===== src/logic/iosad_pkg.sv =====
// constants and types shared by the i/o space address decoder
package iosad_pkg;

  // request kinds issued by the core
  typedef enum logic [3:0] {
    IOSAD_OP_NONE,
    IOSAD_OP_PORT_RD,
    IOSAD_OP_PORT_WR,
    IOSAD_OP_DS_LOAD,
    IOSAD_OP_DS_STORE,
    IOSAD_OP_BIT_SET,
    IOSAD_OP_BIT_CLR,
    IOSAD_OP_SKIP_SET,
    IOSAD_OP_SKIP_CLR
  } iosad_op_e;

  localparam logic [7:0]   IOSAD_DS_OFFSET  = 8'h20;  // data address minus i/o address
  localparam logic [15:0]  IOSAD_PORT_LAST  = 16'h003f;
  localparam logic [15:0]  IOSAD_BIT_LAST   = 16'h001f;
  localparam logic [15:0]  IOSAD_DS_FIRST   = 16'h0020;
  localparam logic [15:0]  IOSAD_EXT_FIRST  = 16'h0060;
  localparam logic [15:0]  IOSAD_EXT_LAST   = 16'h00ff;
  localparam int           IOSAD_IO_COUNT   = 224;
  localparam logic [7:0]   IOSAD_RST_BYTE   = 8'h00;
  localparam logic [7:0]   IOSAD_MASK_ALL   = 8'hff;
  localparam logic [7:0]   IOSAD_MASK_BIT0  = 8'h01;
  // one bit per i/o index; clear bits are reserved locations
  localparam logic [IOSAD_IO_COUNT-1:0] IOSAD_IMPL_MAP = {64'h0, {160{1'b1}}};

endpackage


===== src/logic/iosad_decoder.sv =====
// i/o space address decoder between the core and the peripheral registers
// Functional notes
// - every peripheral location is reachable by data-space loads and stores.
// - locations 0x00 to 0x1f accept single-bit set and clear requests.
// - locations 0x00 to 0x1f answer a bit test that tells the core whether to skip.
// - port reads and writes use i/o addresses 0x00 to 0x3f.
// - a data-space address equals the i/o address plus 0x20.
// - the port window spans only 64 locations; further peripherals lie beyond it.
// - extended locations at data 0x60 to 0xbf answer data-space accesses only; 0xc0 to 0xff are reserved.
// - some status flags clear on a written one and ignore a written zero.
// - bit set and clear touch only the addressed bit and only at 0x00 to 0x1f.
`timescale 1ns/10ps

module iosad_decoder
  import iosad_pkg::*;
(
  input  wire logic                 clk_in,            // cpu clock, 10 MHz
  input  wire logic                 rst_n_in,          // async reset, active low
  input  wire iosad_pkg::iosad_op_e op_in,             // request kind, held one cycle
  input  wire logic [15:0]          addr_in,           // request address
  input  wire logic [2:0]           bit_in,            // bit number for bit requests
  input  wire logic [7:0]           wdata_in,          // store data
  input  wire logic [7:0]           periph_rdata_in,   // selected location's value
  output logic      [7:0]           periph_addr_out,   // i/o index of access
  output logic                      periph_rd_out,     // read strobe
  output logic                      periph_wr_out,     // write strobe
  output logic      [7:0]           periph_wdata_out,  // write data
  output logic      [7:0]           periph_wmask_out,  // bits the write may change
  output logic      [7:0]           rdata_out,         // load result
  output logic                      rvalid_out,        // load result valid
  output logic                      skip_out,          // skip next instruction
  output logic                      done_out,          // request finished
  output logic                      refused_out        // request hit nothing
);

  logic [7:0] map_idx;
  logic       map_hit;
  logic       map_rd;
  logic       map_wr;

  iosad_addr_map u_map (
    .op_in   (op_in),
    .addr_in (addr_in),
    .idx_out (map_idx),
    .hit_out (map_hit),
    .rd_out  (map_rd),
    .wr_out  (map_wr)
  );

  // stage one: peripheral strobes
  logic [7:0] next_periph_addr;
  logic       next_periph_rd;
  logic       next_periph_wr;
  logic [7:0] next_periph_wdata;
  logic [7:0] next_periph_wmask;
  iosad_op_e  pend_op;
  iosad_op_e  next_pend_op;
  logic [2:0] pend_bit;
  logic [2:0] next_pend_bit;
  logic       pend_hit;
  logic       next_pend_hit;
  logic [7:0] bit_onehot;

  always_comb
  begin
    bit_onehot        = IOSAD_MASK_BIT0 << bit_in;
    next_periph_addr  = IOSAD_RST_BYTE;
    next_periph_rd    = map_hit && map_rd;
    next_periph_wr    = map_hit && map_wr;
    next_periph_wdata = IOSAD_RST_BYTE;
    next_periph_wmask = IOSAD_RST_BYTE;
    next_pend_op      = op_in;
    next_pend_bit     = bit_in;
    next_pend_hit     = map_hit;
    if (map_hit && (map_rd || map_wr))
    begin
      next_periph_addr = map_idx;
    end
    if (map_hit && map_wr)
    begin
      case (op_in)
        // only the addressed lane is enabled, so w1c flags next to it
        // see no written one and keep their state
        IOSAD_OP_BIT_SET:
        begin
          next_periph_wmask = bit_onehot;
          next_periph_wdata = bit_onehot;
        end
        IOSAD_OP_BIT_CLR:
        begin
          next_periph_wmask = bit_onehot;
          next_periph_wdata = IOSAD_RST_BYTE;
        end
        default:
        begin
          // whole-byte stores pass data through; written ones clear flags there
          next_periph_wmask = IOSAD_MASK_ALL;
          next_periph_wdata = wdata_in;
        end
      endcase
    end
  end

  always_ff @(posedge clk_in or negedge rst_n_in)
  begin
    if (!rst_n_in)
    begin
      periph_addr_out  <= IOSAD_RST_BYTE;
      periph_rd_out    <= 1'b0;
      periph_wr_out    <= 1'b0;
      periph_wdata_out <= IOSAD_RST_BYTE;
      periph_wmask_out <= IOSAD_RST_BYTE;
      pend_op          <= IOSAD_OP_NONE;
      pend_bit         <= 3'h0;
      pend_hit         <= 1'b0;
    end
    else
    begin
      periph_addr_out  <= next_periph_addr;
      periph_rd_out    <= next_periph_rd;
      periph_wr_out    <= next_periph_wr;
      periph_wdata_out <= next_periph_wdata;
      periph_wmask_out <= next_periph_wmask;
      pend_op          <= next_pend_op;
      pend_bit         <= next_pend_bit;
      pend_hit         <= next_pend_hit;
    end
  end

  // stage two: answers to the core
  logic [7:0] next_rdata;
  logic       next_rvalid;
  logic       next_skip;
  logic       next_done;
  logic       next_refused;
  logic [7:0] rd_value;

  always_comb
  begin
    // unmapped reads never reach a peripheral and return zero
    rd_value     = pend_hit ? periph_rdata_in : IOSAD_RST_BYTE;
    next_rdata   = IOSAD_RST_BYTE;
    next_rvalid  = 1'b0;
    next_skip    = 1'b0;
    next_done    = (pend_op != IOSAD_OP_NONE);
    next_refused = (pend_op != IOSAD_OP_NONE) && !pend_hit;
    case (pend_op)
      IOSAD_OP_PORT_RD, IOSAD_OP_DS_LOAD:
      begin
        next_rdata  = rd_value;
        next_rvalid = 1'b1;
      end
      IOSAD_OP_SKIP_SET:
      begin
        next_skip = pend_hit && rd_value[pend_bit];
      end
      IOSAD_OP_SKIP_CLR:
      begin
        next_skip = pend_hit && !rd_value[pend_bit];
      end
      default:
      begin
        next_rvalid = 1'b0;
      end
    endcase
  end

  always_ff @(posedge clk_in or negedge rst_n_in)
  begin
    if (!rst_n_in)
    begin
      rdata_out   <= IOSAD_RST_BYTE;
      rvalid_out  <= 1'b0;
      skip_out    <= 1'b0;
      done_out    <= 1'b0;
      refused_out <= 1'b0;
    end
    else
    begin
      rdata_out   <= next_rdata;
      rvalid_out  <= next_rvalid;
      skip_out    <= next_skip;
      done_out    <= next_done;
      refused_out <= next_refused;
    end
  end
endmodule // iosad_decoder


===== src/logic/iosad_addr_map.sv =====
// maps a core request onto an i/o index and decides whether it may proceed
`timescale 1ns/10ps

module iosad_addr_map
  import iosad_pkg::*;
(
  input  wire iosad_pkg::iosad_op_e op_in,    // request kind
  input  wire logic [15:0]          addr_in,  // port, bit or data address
  output logic      [7:0]           idx_out,  // i/o index 0x00..0xdf
  output logic                      hit_out,  // legal and implemented
  output logic                      rd_out,   // request reads the location
  output logic                      wr_out    // request writes the location
);

  logic in_range;

  always_comb
  begin
    idx_out  = 8'h00;
    in_range = 1'b0;
    rd_out   = 1'b0;
    wr_out   = 1'b0;
    case (op_in)
      IOSAD_OP_PORT_RD, IOSAD_OP_PORT_WR:
      begin
        // port opcode field holds only six address bits
        in_range = (addr_in <= IOSAD_PORT_LAST);
        idx_out  = {2'b00, addr_in[5:0]};
        rd_out   = (op_in == IOSAD_OP_PORT_RD);
        wr_out   = (op_in == IOSAD_OP_PORT_WR);
      end
      IOSAD_OP_DS_LOAD, IOSAD_OP_DS_STORE:
      begin
        // below 0x20 is the working register file, not ours
        in_range = (addr_in >= IOSAD_DS_FIRST) && (addr_in <= IOSAD_EXT_LAST);
        idx_out  = addr_in[7:0] - IOSAD_DS_OFFSET;
        rd_out   = (op_in == IOSAD_OP_DS_LOAD);
        wr_out   = (op_in == IOSAD_OP_DS_STORE);
      end
      IOSAD_OP_BIT_SET, IOSAD_OP_BIT_CLR, IOSAD_OP_SKIP_SET, IOSAD_OP_SKIP_CLR:
      begin
        in_range = (addr_in <= IOSAD_BIT_LAST);
        idx_out  = {3'b000, addr_in[4:0]};
        rd_out   = (op_in == IOSAD_OP_SKIP_SET) || (op_in == IOSAD_OP_SKIP_CLR);
        wr_out   = (op_in == IOSAD_OP_BIT_SET) || (op_in == IOSAD_OP_BIT_CLR);
      end
      default:
      begin
        in_range = 1'b0;
      end
    endcase
    hit_out = in_range && IOSAD_IMPL_MAP[idx_out];
  end

endmodule // iosad_addr_map


===== config.mk =====
export PLATFORM = sky130hd
export DESIGN_NAME = iosad_decoder
export DESIGN_NICKNAME = d
export VERILOG_FILES = /design/src/logic/iosad_pkg.sv /design/src/logic/iosad_decoder.sv /design/src/logic/iosad_addr_map.sv
export SDC_FILE = /design/constraint.sdc
export NUM_CORES = 1
export LEC_CHECK = 0
export BUFFER_PORTS_ARGS = -buffer_cell sky130_fd_sc_hd__clkbuf_2
export CAP_MARGIN = 20
export CELL_PAD_IN_SITES_DETAIL_PLACEMENT = 1
export CELL_PAD_IN_SITES_GLOBAL_PLACEMENT = 1
export CORE_MARGIN = 1
export CORE_UTILIZATION = 35
export CTS_CLUSTER_SIZE = 20
export DETAILED_ROUTE_END_ITERATION = 10
export GPL_ROUTABILITY_DRIVEN = 0
export GPL_TIMING_DRIVEN = 0
export PLACE_DENSITY_LB_ADDON = 0.12
export SKIP_CTS_REPAIR_TIMING = 1
export SLEW_MARGIN = 20
export SYNTH_ARGS = -nofsm -noshare
export SYNTH_HDL_FRONTEND = slang
export SYNTH_SLANG_ARGS = --single-unit

===== constraint.sdc =====
create_clock -name clk_in -period 2.6 [get_ports clk_in]
set_input_delay 0.52 -clock clk_in [delete_from_list [all_inputs] [get_ports clk_in]]
set_output_delay 0.52 -clock clk_in [all_outputs]
set_load 0.05 [all_outputs]

; After elaboration in Yosys (flattened, before gate mapping)
; Memory sizes are Yosys's and may differ from the RTL's.
; Index checks and enable logic that the tools add are counted.
[totals]
reg_bits = 46
latchBits = 0
mem_bits_rw = 0
mem_bits_ro = 256
input_bits = 41
out_inout_bits = 38
word_cells = 69
mem_count = 1
[op_classes]
addsub = 1
multipliers = 0
div = 0
magnitude_cmp = 6
eq_ne = 12
n_shift = 1
mux = 16
bitwise = 0
reduce_logical = 19
[mem_list]
columns = name, words, word_bits, read_ports, rd_ports_with_merged_regs, write_ports, line
row1 = (name not given), 256, 1, 1, 0, 0, iosad_addr_map.sv:52  ; hit_out = in_range && IOSAD_IMPL_MAP[idx_out];
[op_table]
columns = operator, count
row1 = $mux 8, 6
row2 = $pmux 8 s3, 1
row3 = $eq 4x3->1 const B, 5
row4 = $ge 16x6->1 const B, 1
row5 = $le 16x5->1 const B, 1
row6 = $le 16x6->1 const B, 1
row7 = $le 16x8->1 const B, 1
row8 = $pmux 8 s2, 1
row9 = $eq 4x2->1 const B, 3
row10 = $lt 8x9->1 const B, 1
row11 = $pmux 1 s3, 3
row12 = $eq 4x1->1 const B, 2
row13 = $eq 4x4->1 const B, 2
row14 = $logic_and 1x1->1, 8
row15 = $reduce_or 2->1, 4
row16 = $shl 1x3->8 const A, 1
row17 = $sub 8x6->8 const B, 1
row18 = $lt 3x4->1 const B, 1
row19 = $reduce_bool 4->1, 1
row20 = $reduce_or 4->1, 1
row21 = $bmux 1 s3, 1
row22 = $logic_or 1x1->1, 3
row23 = $mux 1, 3
row24 = $logic_not 1->1, 2
row25 = $pmux 1 s2, 1

; Logic depth before layout (Yosys ltp)
[depth]
ltp_word = 8
ltp_mapped = 7
depth_no_buf = 6

; Modules after synthesis
; Synthesis repeated with hierarchy kept, for this count alone.
[unflattened]
hier_cells = 180
hier_area_um2 = 1996.9
[modules_own_cells]
columns = mod, instances, cells_each, area_each_um2, seq_area_each_um2
row1 = iosad_decoder, 1, 132, 1681.6, 1151.1
row2 = iosad_addr_map, 1, 48, 315.3, 0.0

; Least setup slack after synthesis
; No wires, ideal clock.
[synth_timing]
kind = input -> register
from = in op_in[1]
to = reg periph_wdata_out[0]
setup_time_ns = 0.142
arrival_ns = 1.862
required_time_ns = 2.458
path_slack_ns = 0.596
path_stages = 6
path_buffers = 2
path_cell_list = buf_2 and4b_1 or3b_1 o221ai_2 buf_6 nor4_2
[synth_between]
elab_chain_len = 8
elab_cells_between_ends = 21
classes_between = eq/ne (8) / mux (6) / reduce/logical (6) / memory (1)
[synth_lines]
columns = item, line
row1 = "start, declared", iosad_decoder.sv:19  ; input wire iosad_pkg::iosad_op_e op_in,
row2 = "$eq 4x3->1, or another cell as far along", "iosad_decoder.sv:81, iosad_addr_map.sv:23, iosad_addr_map.sv:45"
row3 = $reduce_or 4->1 or $reduce_or 2->1 (tied branches), iosad_addr_map.sv:23  ; case (op_in)
row4 = $pmux 8 s3, iosad_addr_map.sv:23
row5 = $mem_v2 256x1, --
row6 = $mux 1 (not written as such), iosad_addr_map.sv:52
row7 = $logic_and 1x1->1, iosad_addr_map.sv:52
row8 = $logic_and 1x1->1, iosad_decoder.sv:79  ; if (map_hit && map_wr)
row9 = $mux 8 (*), iosad_decoder.sv:79
row10 = via next_periph_wdata[0], iosad_decoder.sv:54  ; logic [7:0] next_periph_wdata;
row11 = "end signal, assigned", iosad_decoder.sv:122  ; periph_wdata_out <= next_periph_wdata;
row12 = "end, declared", iosad_decoder.sv:27  ; output logic [7:0] periph_wdata_out,
; Mark *: on every way through the listed nets, which the timed path passes. The rest lies on a longest branch. The select of a mux whose other input is x is not followed.

; Worst setup path in the final report
[layout_timing]
from = in op_in[2]
to = reg periph_wmask_out[3]
[layout_between]
elab_chain_len = 8
elab_cells_between_ends = 22
classes_between = eq/ne (8) / mux (6) / reduce/logical (7) / memory (1)
[layout_lines]
columns = item, line
row1 = "$eq 4x3->1, or another cell as far along", "iosad_decoder.sv:81, iosad_addr_map.sv:23, iosad_addr_map.sv:45"
row2 = $reduce_or 4->1 or $reduce_or 2->1 (tied branches), iosad_addr_map.sv:23
row3 = $pmux 8 s3, iosad_addr_map.sv:23
row4 = $mem_v2 256x1, --
row5 = $mux 1 (not written as such), iosad_addr_map.sv:52
row6 = $logic_and 1x1->1, iosad_addr_map.sv:52
row7 = $logic_and 1x1->1, iosad_decoder.sv:79
row8 = $mux 8 (*), iosad_decoder.sv:79
row9 = via next_periph_wmask[3], iosad_decoder.sv:55  ; logic [7:0] next_periph_wmask;
row10 = "end signal, assigned", iosad_decoder.sv:123  ; periph_wmask_out <= next_periph_wmask;
row11 = "end, declared", iosad_decoder.sv:28  ; output logic [7:0] periph_wmask_out,
; Marked as above.

==> summary.md <==
| Metric | Value |
|---|---|
| CP Cell Sequence | `clkbuf_2 > buf_2 > or3b_1 > a41oi_2 > o221ai_2 > buf_6 > nor4_2` |
| Slew HR | `0.556` |
| Worst-path fanout max | `10` |
| Post-Synth Adder-Cell Area | `0.00607` |
| Critical Path RT | `2.79 ns` |
| Worst-Skew Late Latency | `0.30 ns` |
| Max stage delay cell, worst path | `or3b_1` |
| CTS tree | `built` |
| Drt drc | `0` |
| Clk_skew | `0.00385 ns` |
| Dpl ws | `0.269 ns` |
| Psw | `334 uW` |
| Starting DRT DRC Count | `34` |
| Final #Nets | `291` |
| CP Class | `input pin to register` |
| Critical path's largest stage delay | `0.42 ns` |
| Reg2Reg Depth | `4` |
| Post-synthesis area per instance | `12.6 sq um` |
| Fill count | `673` |
| Pins Over Slew Limit | `0` |
| Placement Rows | `27` |
| Final min period | `2.03 ns` |
| Syn_nets | `206` |
| Final Hold Fails | `0` |
| Global-route wire length before repair | `8220 um` |
| Number of diodes | `0` |
| CTS root buffer | `clkbuf_8` |
| Pleak | `1.31 nW` |
| Die height | `78.8 um` |
| Final worst slack | `0.568 ns` |
| DRT Pass-1 Iters | `4` |
| Reg-to-reg slack, setup | `1.09 ns` |
| Status | `finished clean` |
| Flops & latches, synth | `46` |
| Via density per instance | `5.15` |
| Post-Route WL | `4980 um` |
| Top-area cell type share of the netlist area | `0.558` |
| Most common library cells after synthesis | `dfrtp_1 (46), nor4_2 (11), and3_1 (8)` |
| Clk pwr share | `0.338` |
| Clock Tree Buf Depth | `2` |
| Async SR Flop Fraction | `1.00` |
| Net Sw Frac | `0.251` |
| CTS H-tree lvls | `2` |
| Mux contribution to synthesized area | `0.0316` |
| GR Overflow Total | `0` |
| Final cycle utilization of the critical path | `0.782` |
| Largest net degree at the start of global routing | `47` |
| Die Footprint | `6200 sq um` |
| Flop pwr share | `0.547` |
| Post-synth EDFFs | `0` |
| Sequential element share of the synthesized area | `0.558` |
| Type of origin of the critical path | `input pin` |
| Port bufs | `78` |
| Yosys Warn Count | `0` |
| Logic pwr share | `0.115` |
| Setup_tns | `0 ns` |
| Sinks on the clock net | `46` |
| Largest area contributor in the netlist | `dfrtp_1` |
| Hpwl dp | `3770 um` |
| Post-route ant nets | `0` |
| Worst EP arrival | `2.22 ns` |
| GRT Overall Usage | `0.175` |
| Area Growth Syn to Fin | `28.0%` |
| RSZ-0062 raised after global routing | `no` |
| Clock-pin slew on the worst setup and hold paths | `0.08 ns` |
| Simple-gate share of the synthesized area | `0.238` |
| Worst flop-to-flop path endpoint | `skip_out$_DFF_PN0_` |
| Synthesized-area fraction occupied by xor and xnor cells | `0.00850` |
| Initial core utilization | `0.368` |
| Final setup violating endpoints | `0` |
| Cell Area, Synth | `2060 sq um` |
| Largest family of logic cells by synthesized area | `simple AND/OR/NAND/NOR gates` |
| Total power | `1.33 mW` |
| Post-synth top flop | `dfrtp_1` |
| Core area | `5610 sq um` |
| Post-Syn Instances | `164` |
| PwrDens | `503 nW/um^2` |
| Layout cell share with drive strength beyond 1 | `0.448` |
| Vias in the first global route | `1647` |
| Max frequency | `492 MHz` |
| Class of the worst hold path | `input pin to async pin` |
| WL per Instance | `15.5 um` |
| Max-cap check violation count | `0` |
| Via count of the routed design | `1657` |
| Ports | `79` |
| RR Startpoint | `pend_bit[2]$_DFF_PN0_` |
| CTS Buf Count | `5` |
| Worst Setup End Kind | `register` |
| Initial antenna violation count | `0` |
| Top-count cell post-synth | `dfrtp_1` |
| Least-Margin Pin Slew | `0.666 ns` |
| Ranking of synthesized cells by area | `dfrtp_1 (56%), nor4_2 (6.7%), and3_1 (2.4%)` |
| Netlist cell types | `46` |
| Maximum vdd ir drop | `0.241 mV` |
| Die W | `78.8 um` |
| Internal cell power | `993 uW` |
| Compound-gate portion of the synthesized area | `0.110` |
## layout by cell type, fill, tap and decap left out, types with 2 or more instances in the layout
cell type / n
or4_1: 2
nor4_1: 4
a22oi_1: 3
nor4_2: 11
nor3b_1: 5
clkbuf_8: 6
a31oi_1: 3
mux2i_1: 2
and2_1: 4
o21ai_0: 2
buf_2: 3
dfrtp_1: 46
buf_4: 2
or3b_1: 2
a21oi_1: 7
mux4_2: 2
nor2_1: 7
clkbuf_1: 3
nor3_1: 5
nor4b_1: 2
nand3b_1: 2
clkbuf_2: 77
or4b_1: 2
a32oi_1: 4
nand2_1: 4
buf_6: 3
and3_1: 8
inv_1: 7
## sequential cells by signal (all words and copies together) (netlist names)
name	cells
periph_addr_out	8
periph_wdata_out	8
periph_wmask_out	8
rdata_out	8
pend_op	4
pend_bit	3
done_out	1
pend_hit	1
periph_rd_out	1
periph_wr_out	1
refused_out	1
rvalid_out	1
skip_out	1
## kinds of logic after synthesis
kind of cell    after synthesis
compound gates               27
xor+xnor                      2
fa+ha+maj                     1
buf+inv                      18
flops                        46
mux                           4
simple gates                 66
## critical path: cells and delay by family
family | cells | cell delay (ns)
simple gates | 2 | 0.72
buf+inv | 3 | 0.56
compound gates | 2 | 0.41
## power groups by stage
stage	clock (mW)	combinational [mW]	sequential (mW)
2_1_floorplan	0	0.0755	0.745
3_3_place_gp	0	0.152	0.740
3_5_place_dp	0	0.152	0.741
4_1_cts	0.472	0.153	0.727
5_1_grt	0.506	0.168	0.728
6_report	0.448	0.152	0.726
## stage by stage
stage,instance area (sq um),utilization,hold WS (ns),std cells
6_report,2640,0.471,0.214,322
5_1_grt,2640,0.471,0.239,322
4_1_cts,2640,0.470,0.335,322
3_5_place_dp,2540,0.453,0.510,314
3_3_place_gp,2540,0.453,0.502,314
2_1_floorplan,2060,-,0.224,164
## layout make-up
cell class                      instances  area [sq um]  share of cell area
Tap cell                               72          90.1              0.0341
Clock buffer                            6          82.6              0.0313
Sequential cell                        46          1150               0.436
Inverter                                7          26.3             0.00995
Multi-Input combinational cell        100           813               0.308
Buffer                                 11          71.3              0.0270
Timing Repair Buffer                   78           393               0.149
Clock inverter                          2          12.5             0.00474
## worst max path at each step
stage / start / to / slack [ns] / cells after the start
after detailed placement: op_in[2] / periph_wmask_out[3]$_DFF_PN0_ / 0.27 / 7
after floorplan: op_in[1] / periph_wdata_out[0]$_DFF_PN0_ / 0.60 / 6
after CTS: op_in[2] / periph_wmask_out[3]$_DFF_PN0_ / 0.58 / 7
after global placement: op_in[2] / periph_wmask_out[3]$_DFF_PN0_ / 0.26 / 7
after global routing: op_in[2] / periph_wmask_out[3]$_DFF_PN0_ / 0.48 / 7
final: op_in[2] / periph_wmask_out[3]$_DFF_PN0_ / 0.57 / 7
## metal layers
layer / wire [um] / share of wire / track usage / up-vias
met1: 2220 / 0.44 / 0.228 / 806
met2: 2430 / 0.49 / 0.282 / 58
met5: 0 / 0 / 0 / -
li1: - / - / - / 787
met4: 79 / 0.016 / 0.0667 / 0
met3: 261 / 0.052 / 0.0402 / 6
Power figures use the tool's default switching activity.
